===== src/design/servo_gain_consts.svh =====
// Register map, reset values, ranges and timing constants of the gain switching block.
`ifndef SERVO_GAIN_CONSTS_SVH
`define SERVO_GAIN_CONSTS_SVH
`define CLK_PERIOD_PS 4000
`define CYC_PER_MS (1000000000 / `CLK_PERIOD_PS)
`define BLEND_STEPS 256
`define R_LPF_SEL 0
`define R_LPF_BW 1
`define R_VIB_FREQ 2
`define R_RES_FREQ 3
`define R_SLIGHT 4
`define R_GC_SEL 5
`define R_GC_THR 6
`define R_GC_TC 7
`define R_ALT_INERTIA 8
`define R_ALT_POS 9
`define R_ALT_SPEED 10
`define R_ALT_INT 11
`define R_BASE_POS 12
`define R_BASE_INERTIA 13
`define R_BASE_SPEED 14
`define R_BASE_INT 15
`define R_AT_MODE 16
`define R_VS_MODE 17
`define R_RESERVED 18
`define NUM_CFG 19
`define R_STATUS 19
`define R_EFF_POS 20
`define R_EFF_SPEED 21
`define R_EFF_INERTIA 22
`define R_EFF_INT 23
`define NUM_REGS 24
`define IDX_W 5
`define LPF_MODE_MSB 7
`define LPF_MODE_LSB 4
`define LPF_AUTO 4'h0
`define VS_MODE_MSB 3
`define VS_AUTO 4'h1
`define VS_MANUAL 4'h2
`define AT_MODE_MSB 3
`define AT_MANUAL 4'h3
`define GC_SRC_MSB 3
`define GC_POL_BIT 4
`define ST_COND_BIT 0
`define ST_TARGET_BIT 1
`define ST_W_LSB 8
`define RST_LPF_BW 16'h0c45
`define RST_FREQ 16'h03e8
`define RST_THR 16'h000a
`define RST_TC 16'h0001
`define RST_INERTIA 16'h0046
`define RST_POS 16'h0025
`define RST_SPEED 16'h0337
`define RST_INT 16'h0151
`define RST_AT_MODE 16'h0001
`define LPF_MIN 16'h0064
`define LPF_MAX 16'h4650
`define FREQ_MIN 16'h0001
`define FREQ_MAX 16'h03e8
`define THR_MAX 16'h270f
`define TC_MAX 16'h0064
`define INERTIA_MAX 16'h0bb8
`define ALT_POS_MAX 16'h07d0
`define BASE_POS_MAX 16'h03e8
`define GAIN_MIN 16'h0001
`define SPEED_MIN 16'h0014
`define SPEED_MAX 16'hc350
`define ALT_INT_MAX 16'hc350
`define BASE_INT_MAX 16'h2710
`define RESP_OKAY 2'h0
`define RESP_SLVERR 2'h2
`endif


===== src/design/servo_gain_pkg.sv =====
// Types shared by the gain switching block and its bench.
package servo_gain_pkg;
	typedef logic [15:0] word_t;
	typedef struct packed {
		word_t inertia;
		word_t position;
		word_t speed;
		word_t integral;
	} gain_set_t;
	typedef enum logic [2:0] {
		GC_OFF = 3'h0,
		GC_INPUT = 3'h1,
		GC_CMD_FREQ = 3'h2,
		GC_DROOP = 3'h3,
		GC_SPEED = 3'h4
	} gc_src_t;
endpackage


===== src/design/servo_gain_switching.sv =====
// Gain scheduling and filter setting logic with an AXI4-Lite register file.
`timescale 1ns/100ps
`include "servo_gain_consts.svh"

// Notes on behaviour
// - With the low-pass selection in automatic, the tuned bandwidth overwrites the stored one.
// - With the low-pass selection in manual, the written bandwidth, 100 to 18000, default 3141, is used.
// - Vibration frequency is tuned when the suppression mode is 1 and user set when 2, default 100.0 Hz.
// - Resonance frequency follows the same rule, range 0.1 to 100.0 Hz, default 100.0 Hz.
// - Slight vibration suppression applies only in tuning mode 3, is ignored otherwise, default zero.
// - Gain change source: 0 off, 1 input bit, 2 command frequency, 3 droop pulses, 4 motor speed.
// - Polarity 0 switches above the threshold or on the bit set, 1 below or on the bit clear.
// - While the condition holds in tuning mode 3, the alternate inertia, position, speed and integral gains apply.
// - The threshold takes 0 to 9999, default 10, in the unit of the chosen source.
// - Moving between gain sets follows a time constant of 0 to 100 ms, default 1 ms.
// - Alternate inertia ratio takes 0 to 300.0, default 7.0, only with tuning mode 3.
// - Alternate position gain takes 1 to 2000, default 37, only with tuning mode 3.
// - Alternate speed gain defaults to 823 with an upper limit of 20000 or 50000, mode 3 only.
// - Alternate integral time takes 0.1 to 5000.0 ms, default 33.7 ms, mode 3 only.
// - With gain changing inactive the base position gain, default 37, drives the loop.
module servo_gain_switching #(
	parameter int CYC_PER_MS = `CYC_PER_MS,
	parameter logic [15:0] SPEED_GAIN_MAX = `SPEED_MAX
) (
	input wire logic aclk,
	input wire logic aresetn,
	input wire logic [31:0] s_axi_awaddr,
	input wire logic s_axi_awvalid,
	output logic s_axi_awready,
	input wire logic [31:0] s_axi_wdata,
	input wire logic [3:0] s_axi_wstrb,
	input wire logic s_axi_wvalid,
	output logic s_axi_wready,
	output logic [1:0] s_axi_bresp,
	output logic s_axi_bvalid,
	input wire logic s_axi_bready,
	input wire logic [31:0] s_axi_araddr,
	input wire logic s_axi_arvalid,
	output logic s_axi_arready,
	output logic [31:0] s_axi_rdata,
	output logic [1:0] s_axi_rresp,
	output logic s_axi_rvalid,
	input wire logic s_axi_rready,
	input wire logic gain_change_in,
	input wire logic ctrl_tick,
	input wire logic [15:0] command_freq,
	input wire logic signed [31:0] droop_pulses,
	input wire logic signed [15:0] motor_speed,
	input wire logic [15:0] auto_lowpass_bw,
	input wire logic [15:0] auto_vib_freq,
	input wire logic [15:0] auto_res_freq,
	output logic [15:0] lowpass_bandwidth,
	output logic [15:0] vib_supp_vibration_freq,
	output logic [15:0] vib_supp_resonance_freq,
	output logic [15:0] slight_vib_supp_select,
	output servo_gain_pkg::gain_set_t active_gains,
	output logic gain_change_active
);
	localparam int STEP_CYC = CYC_PER_MS / `BLEND_STEPS;

	function automatic logic [15:0] clip(input logic [15:0] v, input logic [15:0] lo,
		input logic [15:0] hi);
		clip = (v < lo) ? lo : ((v > hi) ? hi : v);
	endfunction

	function automatic logic [15:0] limit(input int idx, input logic [15:0] v);
		case (idx)
			`R_LPF_BW: limit = clip(v, `LPF_MIN, `LPF_MAX);
			`R_VIB_FREQ, `R_RES_FREQ: limit = clip(v, `FREQ_MIN, `FREQ_MAX);
			`R_GC_THR: limit = clip(v, 16'h0000, `THR_MAX);
			`R_GC_TC: limit = clip(v, 16'h0000, `TC_MAX);
			`R_ALT_INERTIA, `R_BASE_INERTIA: limit = clip(v, 16'h0000, `INERTIA_MAX);
			`R_ALT_POS: limit = clip(v, `GAIN_MIN, `ALT_POS_MAX);
			`R_ALT_SPEED: limit = clip(v, `SPEED_MIN, SPEED_GAIN_MAX);
			`R_ALT_INT: limit = clip(v, `GAIN_MIN, `ALT_INT_MAX);
			`R_BASE_POS: limit = clip(v, `GAIN_MIN, `BASE_POS_MAX);
			`R_BASE_SPEED: limit = clip(v, `SPEED_MIN, `SPEED_MAX);
			`R_BASE_INT: limit = clip(v, `GAIN_MIN, `BASE_INT_MAX);
			default: limit = v;
		endcase
	endfunction

	function automatic logic [15:0] reset_value(input int idx);
		case (idx)
			`R_LPF_BW: reset_value = `RST_LPF_BW;
			`R_VIB_FREQ, `R_RES_FREQ: reset_value = `RST_FREQ;
			`R_GC_THR: reset_value = `RST_THR;
			`R_GC_TC: reset_value = `RST_TC;
			`R_ALT_INERTIA, `R_BASE_INERTIA: reset_value = `RST_INERTIA;
			`R_ALT_POS, `R_BASE_POS: reset_value = `RST_POS;
			`R_ALT_SPEED, `R_BASE_SPEED: reset_value = `RST_SPEED;
			`R_ALT_INT, `R_BASE_INT: reset_value = `RST_INT;
			`R_AT_MODE: reset_value = `RST_AT_MODE;
			default: reset_value = 16'h0000;
		endcase
	endfunction

	function automatic logic [15:0] blend(input logic [15:0] base, input logic [15:0] alt,
		input logic [8:0] w);
		logic signed [17:0] diff;
		logic signed [27:0] prod;
		logic signed [27:0] sum;
		diff = $signed({2'b00, alt}) - $signed({2'b00, base});
		prod = diff * $signed({1'b0, w});
		sum = $signed({12'h000, base}) + (prod >>> 8);
		blend = sum[15:0];
	endfunction

	logic [15:0] cfg [0:`NUM_CFG-1];
	logic [15:0] next_cfg [0:`NUM_CFG-1];
	logic aw_hold, next_aw_hold, w_hold, next_w_hold;
	logic [`IDX_W-1:0] aw_idx, next_aw_idx;
	logic aw_bad, next_aw_bad;
	logic [31:0] w_data, next_w_data;
	logic [3:0] w_strb, next_w_strb;
	logic next_awready, next_wready, next_bvalid, next_arready, next_rvalid;
	logic [1:0] next_bresp, next_rresp;
	logic [31:0] next_rdata;
	logic sync1, sync2, cond, target;
	logic next_cond, next_target;
	logic [8:0] weight, next_weight;
	logic [23:0] step_cnt, next_step_cnt;
	logic [15:0] next_lpf, next_vib, next_res, next_slight;
	servo_gain_pkg::gain_set_t next_gains;
	logic manual_mode;

	// Register bus and configuration storage.
	function automatic logic [31:0] read_word(input logic [`IDX_W-1:0] idx);
		case (idx)
			`R_STATUS: read_word = {15'h0000, weight, 6'h00, target, cond};
			`R_EFF_POS: read_word = {16'h0000, active_gains.position};
			`R_EFF_SPEED: read_word = {16'h0000, active_gains.speed};
			`R_EFF_INERTIA: read_word = {16'h0000, active_gains.inertia};
			`R_EFF_INT: read_word = {16'h0000, active_gains.integral};
			default: read_word = {16'h0000, cfg[idx]};
		endcase
	endfunction

	always_comb begin
		logic [15:0] merged;
		logic do_write;
		merged = 16'h0000;
		do_write = aw_hold && w_hold && !s_axi_bvalid;
		next_cfg = cfg;
		next_aw_hold = aw_hold;
		next_aw_idx = aw_idx;
		next_aw_bad = aw_bad;
		next_w_hold = w_hold;
		next_w_data = w_data;
		next_w_strb = w_strb;
		next_bvalid = s_axi_bvalid && !s_axi_bready;
		next_bresp = s_axi_bresp;
		next_awready = s_axi_awready ? !s_axi_awvalid : (s_axi_bvalid && s_axi_bready);
		next_wready = s_axi_wready ? !s_axi_wvalid : (s_axi_bvalid && s_axi_bready);
		if (s_axi_awvalid && s_axi_awready) begin
			next_aw_hold = 1'b1;
			next_aw_idx = s_axi_awaddr[`IDX_W+1:2];
			next_aw_bad = (s_axi_awaddr[31:2] >= 30'(`NUM_CFG)) || (s_axi_awaddr[1:0] != 2'h0);
		end
		if (s_axi_wvalid && s_axi_wready) begin
			next_w_hold = 1'b1;
			next_w_data = s_axi_wdata;
			next_w_strb = s_axi_wstrb;
		end
		if (do_write) begin
			next_aw_hold = 1'b0;
			next_w_hold = 1'b0;
			next_bvalid = 1'b1;
			next_bresp = aw_bad ? `RESP_SLVERR : `RESP_OKAY;
			if (!aw_bad) begin
				merged = cfg[aw_idx];
				if (w_strb[0]) merged[7:0] = w_data[7:0];
				if (w_strb[1]) merged[15:8] = w_data[15:8];
				next_cfg[aw_idx] = limit(int'(aw_idx), merged);
			end
		end
		if (cfg[`R_LPF_SEL][`LPF_MODE_MSB:`LPF_MODE_LSB] == `LPF_AUTO) begin
			next_cfg[`R_LPF_BW] = limit(`R_LPF_BW, auto_lowpass_bw);
		end
		if (cfg[`R_VS_MODE][`VS_MODE_MSB:0] == `VS_AUTO) begin
			next_cfg[`R_VIB_FREQ] = limit(`R_VIB_FREQ, auto_vib_freq);
			next_cfg[`R_RES_FREQ] = limit(`R_RES_FREQ, auto_res_freq);
		end
		next_arready = s_axi_arready ? !s_axi_arvalid : (s_axi_rvalid && s_axi_rready);
		next_rvalid = s_axi_rvalid && !s_axi_rready;
		next_rdata = s_axi_rdata;
		next_rresp = s_axi_rresp;
		if (s_axi_arvalid && s_axi_arready) begin
			next_rvalid = 1'b1;
			if ((s_axi_araddr[31:2] >= 30'(`NUM_REGS)) || (s_axi_araddr[1:0] != 2'h0)) begin
				next_rdata = 32'h0000_0000;
				next_rresp = `RESP_SLVERR;
			end else begin
				next_rdata = read_word(s_axi_araddr[`IDX_W+1:2]);
				next_rresp = `RESP_OKAY;
			end
		end
	end

	always_ff @(posedge aclk) begin
		if (!aresetn) begin
			for (int i = 0; i < `NUM_CFG; i++) begin
				cfg[i] <= reset_value(i);
			end
			aw_hold <= 1'b0;
			aw_idx <= '0;
			aw_bad <= 1'b0;
			w_hold <= 1'b0;
			w_data <= 32'h0000_0000;
			w_strb <= 4'h0;
			s_axi_awready <= 1'b1;
			s_axi_wready <= 1'b1;
			s_axi_bvalid <= 1'b0;
			s_axi_bresp <= `RESP_OKAY;
			s_axi_arready <= 1'b1;
			s_axi_rvalid <= 1'b0;
			s_axi_rdata <= 32'h0000_0000;
			s_axi_rresp <= `RESP_OKAY;
		end else begin
			cfg <= next_cfg;
			aw_hold <= next_aw_hold;
			aw_idx <= next_aw_idx;
			aw_bad <= next_aw_bad;
			w_hold <= next_w_hold;
			w_data <= next_w_data;
			w_strb <= next_w_strb;
			s_axi_awready <= next_awready;
			s_axi_wready <= next_wready;
			s_axi_bvalid <= next_bvalid;
			s_axi_bresp <= next_bresp;
			s_axi_arready <= next_arready;
			s_axi_rvalid <= next_rvalid;
			s_axi_rdata <= next_rdata;
			s_axi_rresp <= next_rresp;
		end
	end

	// Gain change condition, blend weight and loop outputs.
	assign manual_mode = cfg[`R_AT_MODE][`AT_MODE_MSB:0] == `AT_MANUAL;

	always_comb begin
		servo_gain_pkg::gc_src_t src;
		logic pol;
		logic [31:0] mag;
		logic hit;
		logic [23:0] step_len;
		src = servo_gain_pkg::GC_OFF;
		if (cfg[`R_GC_SEL][`GC_SRC_MSB:0] <= 4'(servo_gain_pkg::GC_SPEED)) begin
			src = servo_gain_pkg::gc_src_t'(cfg[`R_GC_SEL][`GC_SRC_MSB-1:0]);
		end
		pol = cfg[`R_GC_SEL][`GC_POL_BIT];
		mag = 32'h0000_0000;
		hit = 1'b0;
		step_len = 24'(cfg[`R_GC_TC] * STEP_CYC);
		case (src)
			servo_gain_pkg::GC_INPUT: hit = pol ? !sync2 : sync2;
			servo_gain_pkg::GC_CMD_FREQ: mag = {16'h0000, command_freq};
			servo_gain_pkg::GC_DROOP: mag = droop_pulses[31] ? 32'(-droop_pulses) : droop_pulses;
			servo_gain_pkg::GC_SPEED: mag = {16'h0000, motor_speed[15] ? 16'(-motor_speed) : motor_speed};
			default: hit = 1'b0;
		endcase
		if (src > servo_gain_pkg::GC_INPUT) begin
			hit = pol ? (mag < {16'h0000, cfg[`R_GC_THR]}) : (mag > {16'h0000, cfg[`R_GC_THR]});
		end
		next_cond = ctrl_tick ? hit : cond;
		next_target = cond && manual_mode;
		next_step_cnt = step_cnt;
		next_weight = weight;
		if (cfg[`R_GC_TC] == 16'h0000) begin
			next_weight = target ? 9'(`BLEND_STEPS) : 9'h000;
			next_step_cnt = 24'h000000;
		end else if ((target && weight != 9'(`BLEND_STEPS)) || (!target && weight != 9'h000)) begin
			next_step_cnt = step_cnt + 24'h000001;
			if (next_step_cnt >= step_len) begin
				next_step_cnt = 24'h000000;
				next_weight = target ? weight + 9'h001 : weight - 9'h001;
			end
		end else begin
			next_step_cnt = 24'h000000;
		end
		next_gains.inertia = blend(cfg[`R_BASE_INERTIA], cfg[`R_ALT_INERTIA], weight);
		next_gains.position = blend(cfg[`R_BASE_POS], cfg[`R_ALT_POS], weight);
		next_gains.speed = blend(cfg[`R_BASE_SPEED], cfg[`R_ALT_SPEED], weight);
		next_gains.integral = blend(cfg[`R_BASE_INT], cfg[`R_ALT_INT], weight);
		next_lpf = cfg[`R_LPF_BW];
		next_vib = cfg[`R_VIB_FREQ];
		next_res = cfg[`R_RES_FREQ];
		next_slight = manual_mode ? cfg[`R_SLIGHT] : 16'h0000;
	end

	always_ff @(posedge aclk) begin
		if (!aresetn) begin
			sync1 <= 1'b0;
			sync2 <= 1'b0;
			cond <= 1'b0;
			target <= 1'b0;
			weight <= 9'h000;
			step_cnt <= 24'h000000;
			gain_change_active <= 1'b0;
			active_gains <= {`RST_INERTIA, `RST_POS, `RST_SPEED, `RST_INT};
			lowpass_bandwidth <= `RST_LPF_BW;
			vib_supp_vibration_freq <= `RST_FREQ;
			vib_supp_resonance_freq <= `RST_FREQ;
			slight_vib_supp_select <= 16'h0000;
		end else begin
			sync1 <= gain_change_in;
			sync2 <= sync1;
			cond <= next_cond;
			target <= next_target;
			weight <= next_weight;
			step_cnt <= next_step_cnt;
			gain_change_active <= next_target;
			active_gains <= next_gains;
			lowpass_bandwidth <= next_lpf;
			vib_supp_vibration_freq <= next_vib;
			vib_supp_resonance_freq <= next_res;
			slight_vib_supp_select <= next_slight;
		end
	end
endmodule // servo_gain_switching


===== config.mk =====
export PLATFORM = sky130hd
export DESIGN_NAME = servo_gain_switching
export DESIGN_NICKNAME = d
export VERILOG_FILES = /design/src/design/servo_gain_pkg.sv /design/src/design/servo_gain_switching.sv
export VERILOG_INCLUDE_DIRS = /design/src /design/src/design
export SDC_FILE = /design/constraint.sdc
export NUM_CORES = 2
export LEC_CHECK = 0
export ABC_AREA = 1
export BUFFER_PORTS_ARGS = -buffer_cell sky130_fd_sc_hd__buf_4
export CAP_MARGIN = 20
export CORE_MARGIN = 4
export CORE_UTILIZATION = 54
export CTS_CLUSTER_DIAMETER = 100
export DETAILED_ROUTE_END_ITERATION = 8
export GPL_ROUTABILITY_DRIVEN = 0
export HOLD_SLACK_MARGIN = 0.08
export PLACE_DENSITY = 0.74
export SLEW_MARGIN = 20
export SYNTH_ARGS = -nofsm -noshare
export SYNTH_HDL_FRONTEND = slang
export SYNTH_SLANG_ARGS = --single-unit

===== constraint.sdc =====
create_clock -name aclk -period 10.1 [get_ports aclk]
set_clock_uncertainty 0.1 [all_clocks]
set_input_delay 1.01 -clock aclk [delete_from_list [all_inputs] [get_ports aclk]]
set_output_delay 1.01 -clock aclk [all_outputs]
set_load 0.05 [all_outputs]

After elaboration in Yosys (flattened, before gate mapping). Index checks and enable logic that the tools add are counted. W data, S select, Z words.

Bits in registers: 536.

$add $sub $neg: 13. Multipliers: 5. Magnitude comparators: 28. Eq/ne operators: 27. Mux-type cells: 67. Bitwise logic cells: 5. Reductions and logical operators: 43.

Operators by type and width (number): $mux W288 (2); $mux W16 (32); $bwmux W304 (1); $bmux W16 S5 (2); $pmux W16 S9 (1); $mul A17 B10 Y24 (4); $pmux W32 S3 (1); $pmux W17 S5 (1); $demux W16 S5 (1); $sub A16 B16 Y17 (4); $add A16 B16 Y16 (4); $lt A16 B1 Y1 const B (4); $mux W32 (2); $ge A30 B5 Y1 const B (2); $gt A16 B10 Y1 const B (3); $mux W8 (6); $mux W9 (5); $eq A5 B4 Y1 const B (8); $gt A16 B14 Y1 const B (2); $gt A16 B15 Y1 const B (2); $gt A32 B16 Y1 (1); $lt A16 B7 Y1 const B (2); $lt A32 B16 Y1 (1); $neg A32 Y32 (1); 43 further kinds (96).

Depth between registers and ports, before layout.
Depth after elaboration: 17. Mapped depth: 47. Depth with buffers taken out: 47.

Least setup slack after synthesis. Ideal clock, no wire load.

Kind: register -> register. Start: register cfg[144] (netlist bit). End: register active_gains[47] (netlist bit). Setup time: 115 ps. Data arrival time: 7925 ps. Path slack: 1960 ps. Cell stages (with the launch flop): 41. Period minus slack after synthesis: 8140 ps. Cell sequence: dfxtp_1 > inv_1 > ha_1 > fa_1 > or2_2 > a31oi_1 > a21boi_0 > o21ai_0 > xor2_1 > nand2_1 > fa_1 > inv_1 > fa_1 > fa_1 > fa_1 > inv_1 > fa_1 > inv_1 > [5 not listed] > a21o_1 > a21oi_1 > o21ai_0 > a21boi_0 > o21ai_0 > nand2_1 > nand2_1 > nand3_1 > nand2_1 > xor2_1 > ha_1 > inv_1 > nor3_1 > inv_1 > o2111ai_1 > nand3_1 > nand2_1 > nor2_1.

Word-level cells in the longest chain between the ends: 3.

RTL lines: start: declaration (line servo_gain_switching.sv:109) `` logic [15:0] cfg [0:`NUM_CFG-1]; ``; start signal: indexed assignment (line servo_gain_switching.sv:203) `cfg[i] <= reset_value(i);`; start signal: assignment (line servo_gain_switching.sv:220) `cfg <= next_cfg;`; $sub A16 B16 Y17 (line servo_gain_switching.sv:103) `diff = $signed({2'b00, alt}) - $signed({2'b00, base});`; $mul A17 B10 Y24 (line servo_gain_switching.sv:104) `prod = diff * $signed({1'b0, w});`; $add A16 B16 Y16 (line servo_gain_switching.sv:105) `sum = $signed({12'h000, base}) + (prod >>> 8);`; end signal: assignment (line servo_gain_switching.sv:300) `` active_gains <= {`RST_INERTIA, `RST_POS, `RST_SPEED, `RST_INT}; ``; end signal: assignment (line servo_gain_switching.sv:313) `active_gains <= next_gains;`; end: declaration (line servo_gain_switching.sv:56) `output servo_gain_pkg::gain_set_t active_gains,`.

Every way passes these cells. A chain may end at the register's enable or synchronous reset.

Worst setup path after layout.
Start: register cfg[81] (netlist bit). End: register active_gains[63] (netlist bit).

Word-level cells in the longest chain between the ends: 3.

RTL lines (line): $sub A16 B16 Y17 (servo_gain_switching.sv:103); $mul A17 B10 Y24 (servo_gain_switching.sv:104); $add A16 B16 Y16 * (servo_gain_switching.sv:105).

Every way passes the cells marked *; elsewhere a longest branch is shown, timed or not.

==> impl_metrics.ini <==
[worst_hold_path]
hold_class = reg2reg
min_path_cells = 2
min_to = sync2
min_from = sync1

[cts]
cts_hold_buf = 0
clk_pin_slew_worst_paths_ns = 0.07
cts-htree-levels = 2
cts_setup_buffers = 0
clkLatencyLatePin_ns = 0.68
cts_root_buffer = clkbuf_16
clock_sink_count = 519
clock_path_buffers = 3
cts_resized = 0
cts_tree = yes
cts_buffers = 58

[sta]
setup-violations-final = 0
hold_slack_ns = 0.3273
fin_ws_ns = 0.6615
rsz0062_at_grt = no
tightestPinTransition_ns = 1.329
fin_crit_sh_pct = 93.45
slew_viol_final = 0
hold_violations = 0
fmax_mhz = 105.9
slew_headroom_pct = 11.38
setup_tns_ns = 0
fin_crit_ns = 9.438

[die]
fp.dieArea_sq_mm = 0.1077
pin_count = 391
die_x_um = 328.3
die_y_um = 328.3
start_util_pct = 54.44
coreArea_sq_mm = 0.1017
num_rows = 117

[setup_path]
reg2reg_depth = 42
max_stage_delay_ns = 0.65
worstSetupPathType = reg2reg
cp_max_fo = 7
path_common_cell = inv_1
worstPathArrival_ns = 9.95
timing.rr.start = cfg[81]
crit_required_ns = 10.61
slowest_stage = dfxtp_1
crit_buf_inv = 8
r2r_slack_ns = 0.66
cp-start-kind = flip-flop
worstReg2RegEnd = active_gains[63]
endpoint_kind = flip-flop
critical-path-top-delay-family = adder cells
startpoint = cfg[81]

[run]
drv_cap = 0

[detailed_routing]
drc = 49
via_per_inst = 5.851
ant_nets = 0
vias = 55822
first_iter_violations = 7808
wl_mm = 201.1
dr.pass1.iters = 9
wl_per_cell_um = 21.08

[pwr]
powerDensity_mw_per_mm2 = 92.46
p_sw_uw = 1949
ir_drop_mv = 0.1421
power.leakage_uw = 0.03146
sw_frac_of_total_pct = 34.48
p_comb_share_pct = 21.4
finalPower_uw = 5652
internal-power_uw = 3703
seq_power_share_pct = 37.1
clockPowerShare_pct = 41.5

[place]
post-dp-hpwl_mm = 154.6
portBuffers = 355
dpl_worst_slack_ns = 0.8844

[synth]
synth.avg_cell_area_sq_um = 6.990
synthCells = 7923
synth_area_sq_mm = 0.05538
synthTopCellsByCount = 1,754 x nand2_1, 1,348 x inv_1, 901 x nor2_1, 555 x a21oi_1, 519 x dfxtp_1
synth-edff-count = 0
synth_top_cell_area_share_pct = 18.76
synthTopCellsByArea = dfxtp_1 19%, fa_1 19%, nand2_1 12%
ys_types = 75
ys_seq_elements = 519
postSynth.asyncResetShare_pct = 0
ys.warnings.count = 0
synth_top_area_cell = dfxtp_1
yosysMostFrequentCell = nand2_1
ys_seq_area_share_pct = 18.76
synth-main-ff-cell = dfxtp_1

[grt]
antenna_found_initial = 10
grt-ovfl-total = 0
grt_pass1_wl_mm = 303.4
grt_pass1_vias = 53065
grt_start_max_net_pins = 186
grt_use_total_pct = 36.20

[outcome]
failed_checks = design-rule violations
status = finished with violations

[layout]
drive_gt1_share_pct = 8.245
syn2layout_area_growth_pct = 10.37
nets = 9268
final_util_pct = 60.08
==> cell usage in the layout, fill, tap and decap left out, drive strengths merged, types with 15 or more instances in the layout <==
| master | Yosys | final |
|---|---|---|
| inv | 1363 | 1369 |
| fa | 515 | 515 |
| nand4 | 82 | 82 |
| o21a | 22 | 22 |
| nand2 | 1785 | 1785 |
| a31oi | 30 | 30 |
| or2 | 31 | 31 |
| nand3 | 262 | 262 |
| nor3 | 96 | 96 |
| a221oi | 32 | 32 |
| xnor2 | 72 | 72 |
| o211ai | 55 | 55 |
| nor2 | 912 | 912 |
| o21ai | 430 | 430 |
| xor2 | 134 | 134 |
| clkbuf | 218 | 80 |
| a21oi | 558 | 558 |
| nor4 | 31 | 31 |
| a22oi | 22 | 22 |
| ha | 419 | 419 |
| o31ai | 15 | 15 |
| dfxtp | 519 | 519 |
| o22ai | 58 | 58 |
| clkinv | 12 | 27 |
| o221ai | 21 | 21 |
| o21bai | 53 | 53 |
| conb | 1 | 17 |
| buf | 99 | 430 |
==> worst reg2reg max path: cells and delay by family (launching register included) <==
family / cells / cell delay (ns)
AO/OA/AOI/OAI: 9 / 2.11
flip-flops: 1 / 0.65
adder cells (fa/ha/maj): 8 / 3.62
XOR/XNOR: 2 / 0.43
buffers and inverters: 8 / 0.74
AND/OR/NAND/NOR: 15 / 1.72
==> logic make-up after synthesis <==
| logic type | synth area share, % |
|---|---|
| compound gates | 14.12 |
| xor+xnor | 3.298 |
| buf+inv | 12.03 |
| other cells | 0.006771 |
| simple gates | 23.71 |
| fa+ha+maj | 28.08 |
| flops | 18.76 |
==> registers in the layout, indices dropped and copies added (netlist names), 2 cells and up <==
name	cells
w_strb	2
cfg	256
active_gains	64
next_res	16
s_axi_rdata	17
step_cnt	24
aw_idx	5
slight_vib_supp_select	16
vib_supp_vibration_freq	16
next_lpf	16
w_data	16
lowpass_bandwidth	16
weight	9
next_vib	16
vib_supp_resonance_freq	16
==> final cells by class <==
type                            instances  area [sq um]
Fill cell                            9447         40610
Multi-Input combinational cell       5728         38460
Sequential cell                       519         10400
Inverter                             1375          5174
Timing Repair Buffer                  431          3292
Tap cell                             1368          1712
Clock buffer                           79          1660
Clock inverter                         31         407.9
Antenna cell                            9         22.52
==> power by group through the flow <==
stage               Combinational [uW]  Clock [uW]  Sequential, uW
CTS                               1120        2330            2090
global placement                  1110           0            2140
global route                      1220        2410            2100
detailed placement                1120           0            2140
finish                            1210        2350            2100
floorplan                          672           0            2140
==> worst max path at each step <==
stage,endpoint,cells after the start
5_1_grt,active_gains[63],42
3_5_place_dp,active_gains[63],42
2_1_floorplan,active_gains[47],40
4_1_cts,active_gains[63],42
3_3_place_gp,active_gains[63],43
6_report,active_gains[63],42
==> through the flow <==
stage	cells	instance area, sq um
3_5_place_dp	9421	59030
2_1_floorplan	7939	55440
4_1_cts	9531	61100
6_report	9540	61130
5_1_grt	9532	61110
3_3_place_gp	9420	59010
==> metal layers <==
layer  vias to the layer above  GRT usage [%]  share of wire, %
li1                      25396              -                 -
met1                     25876          46.17                37
met2                      3697          54.20                42
met3                       849          11.55                14
met4                         4          20.62               7.3
met5                         -              0             0.012
Power figures use the tool's default switching activity.
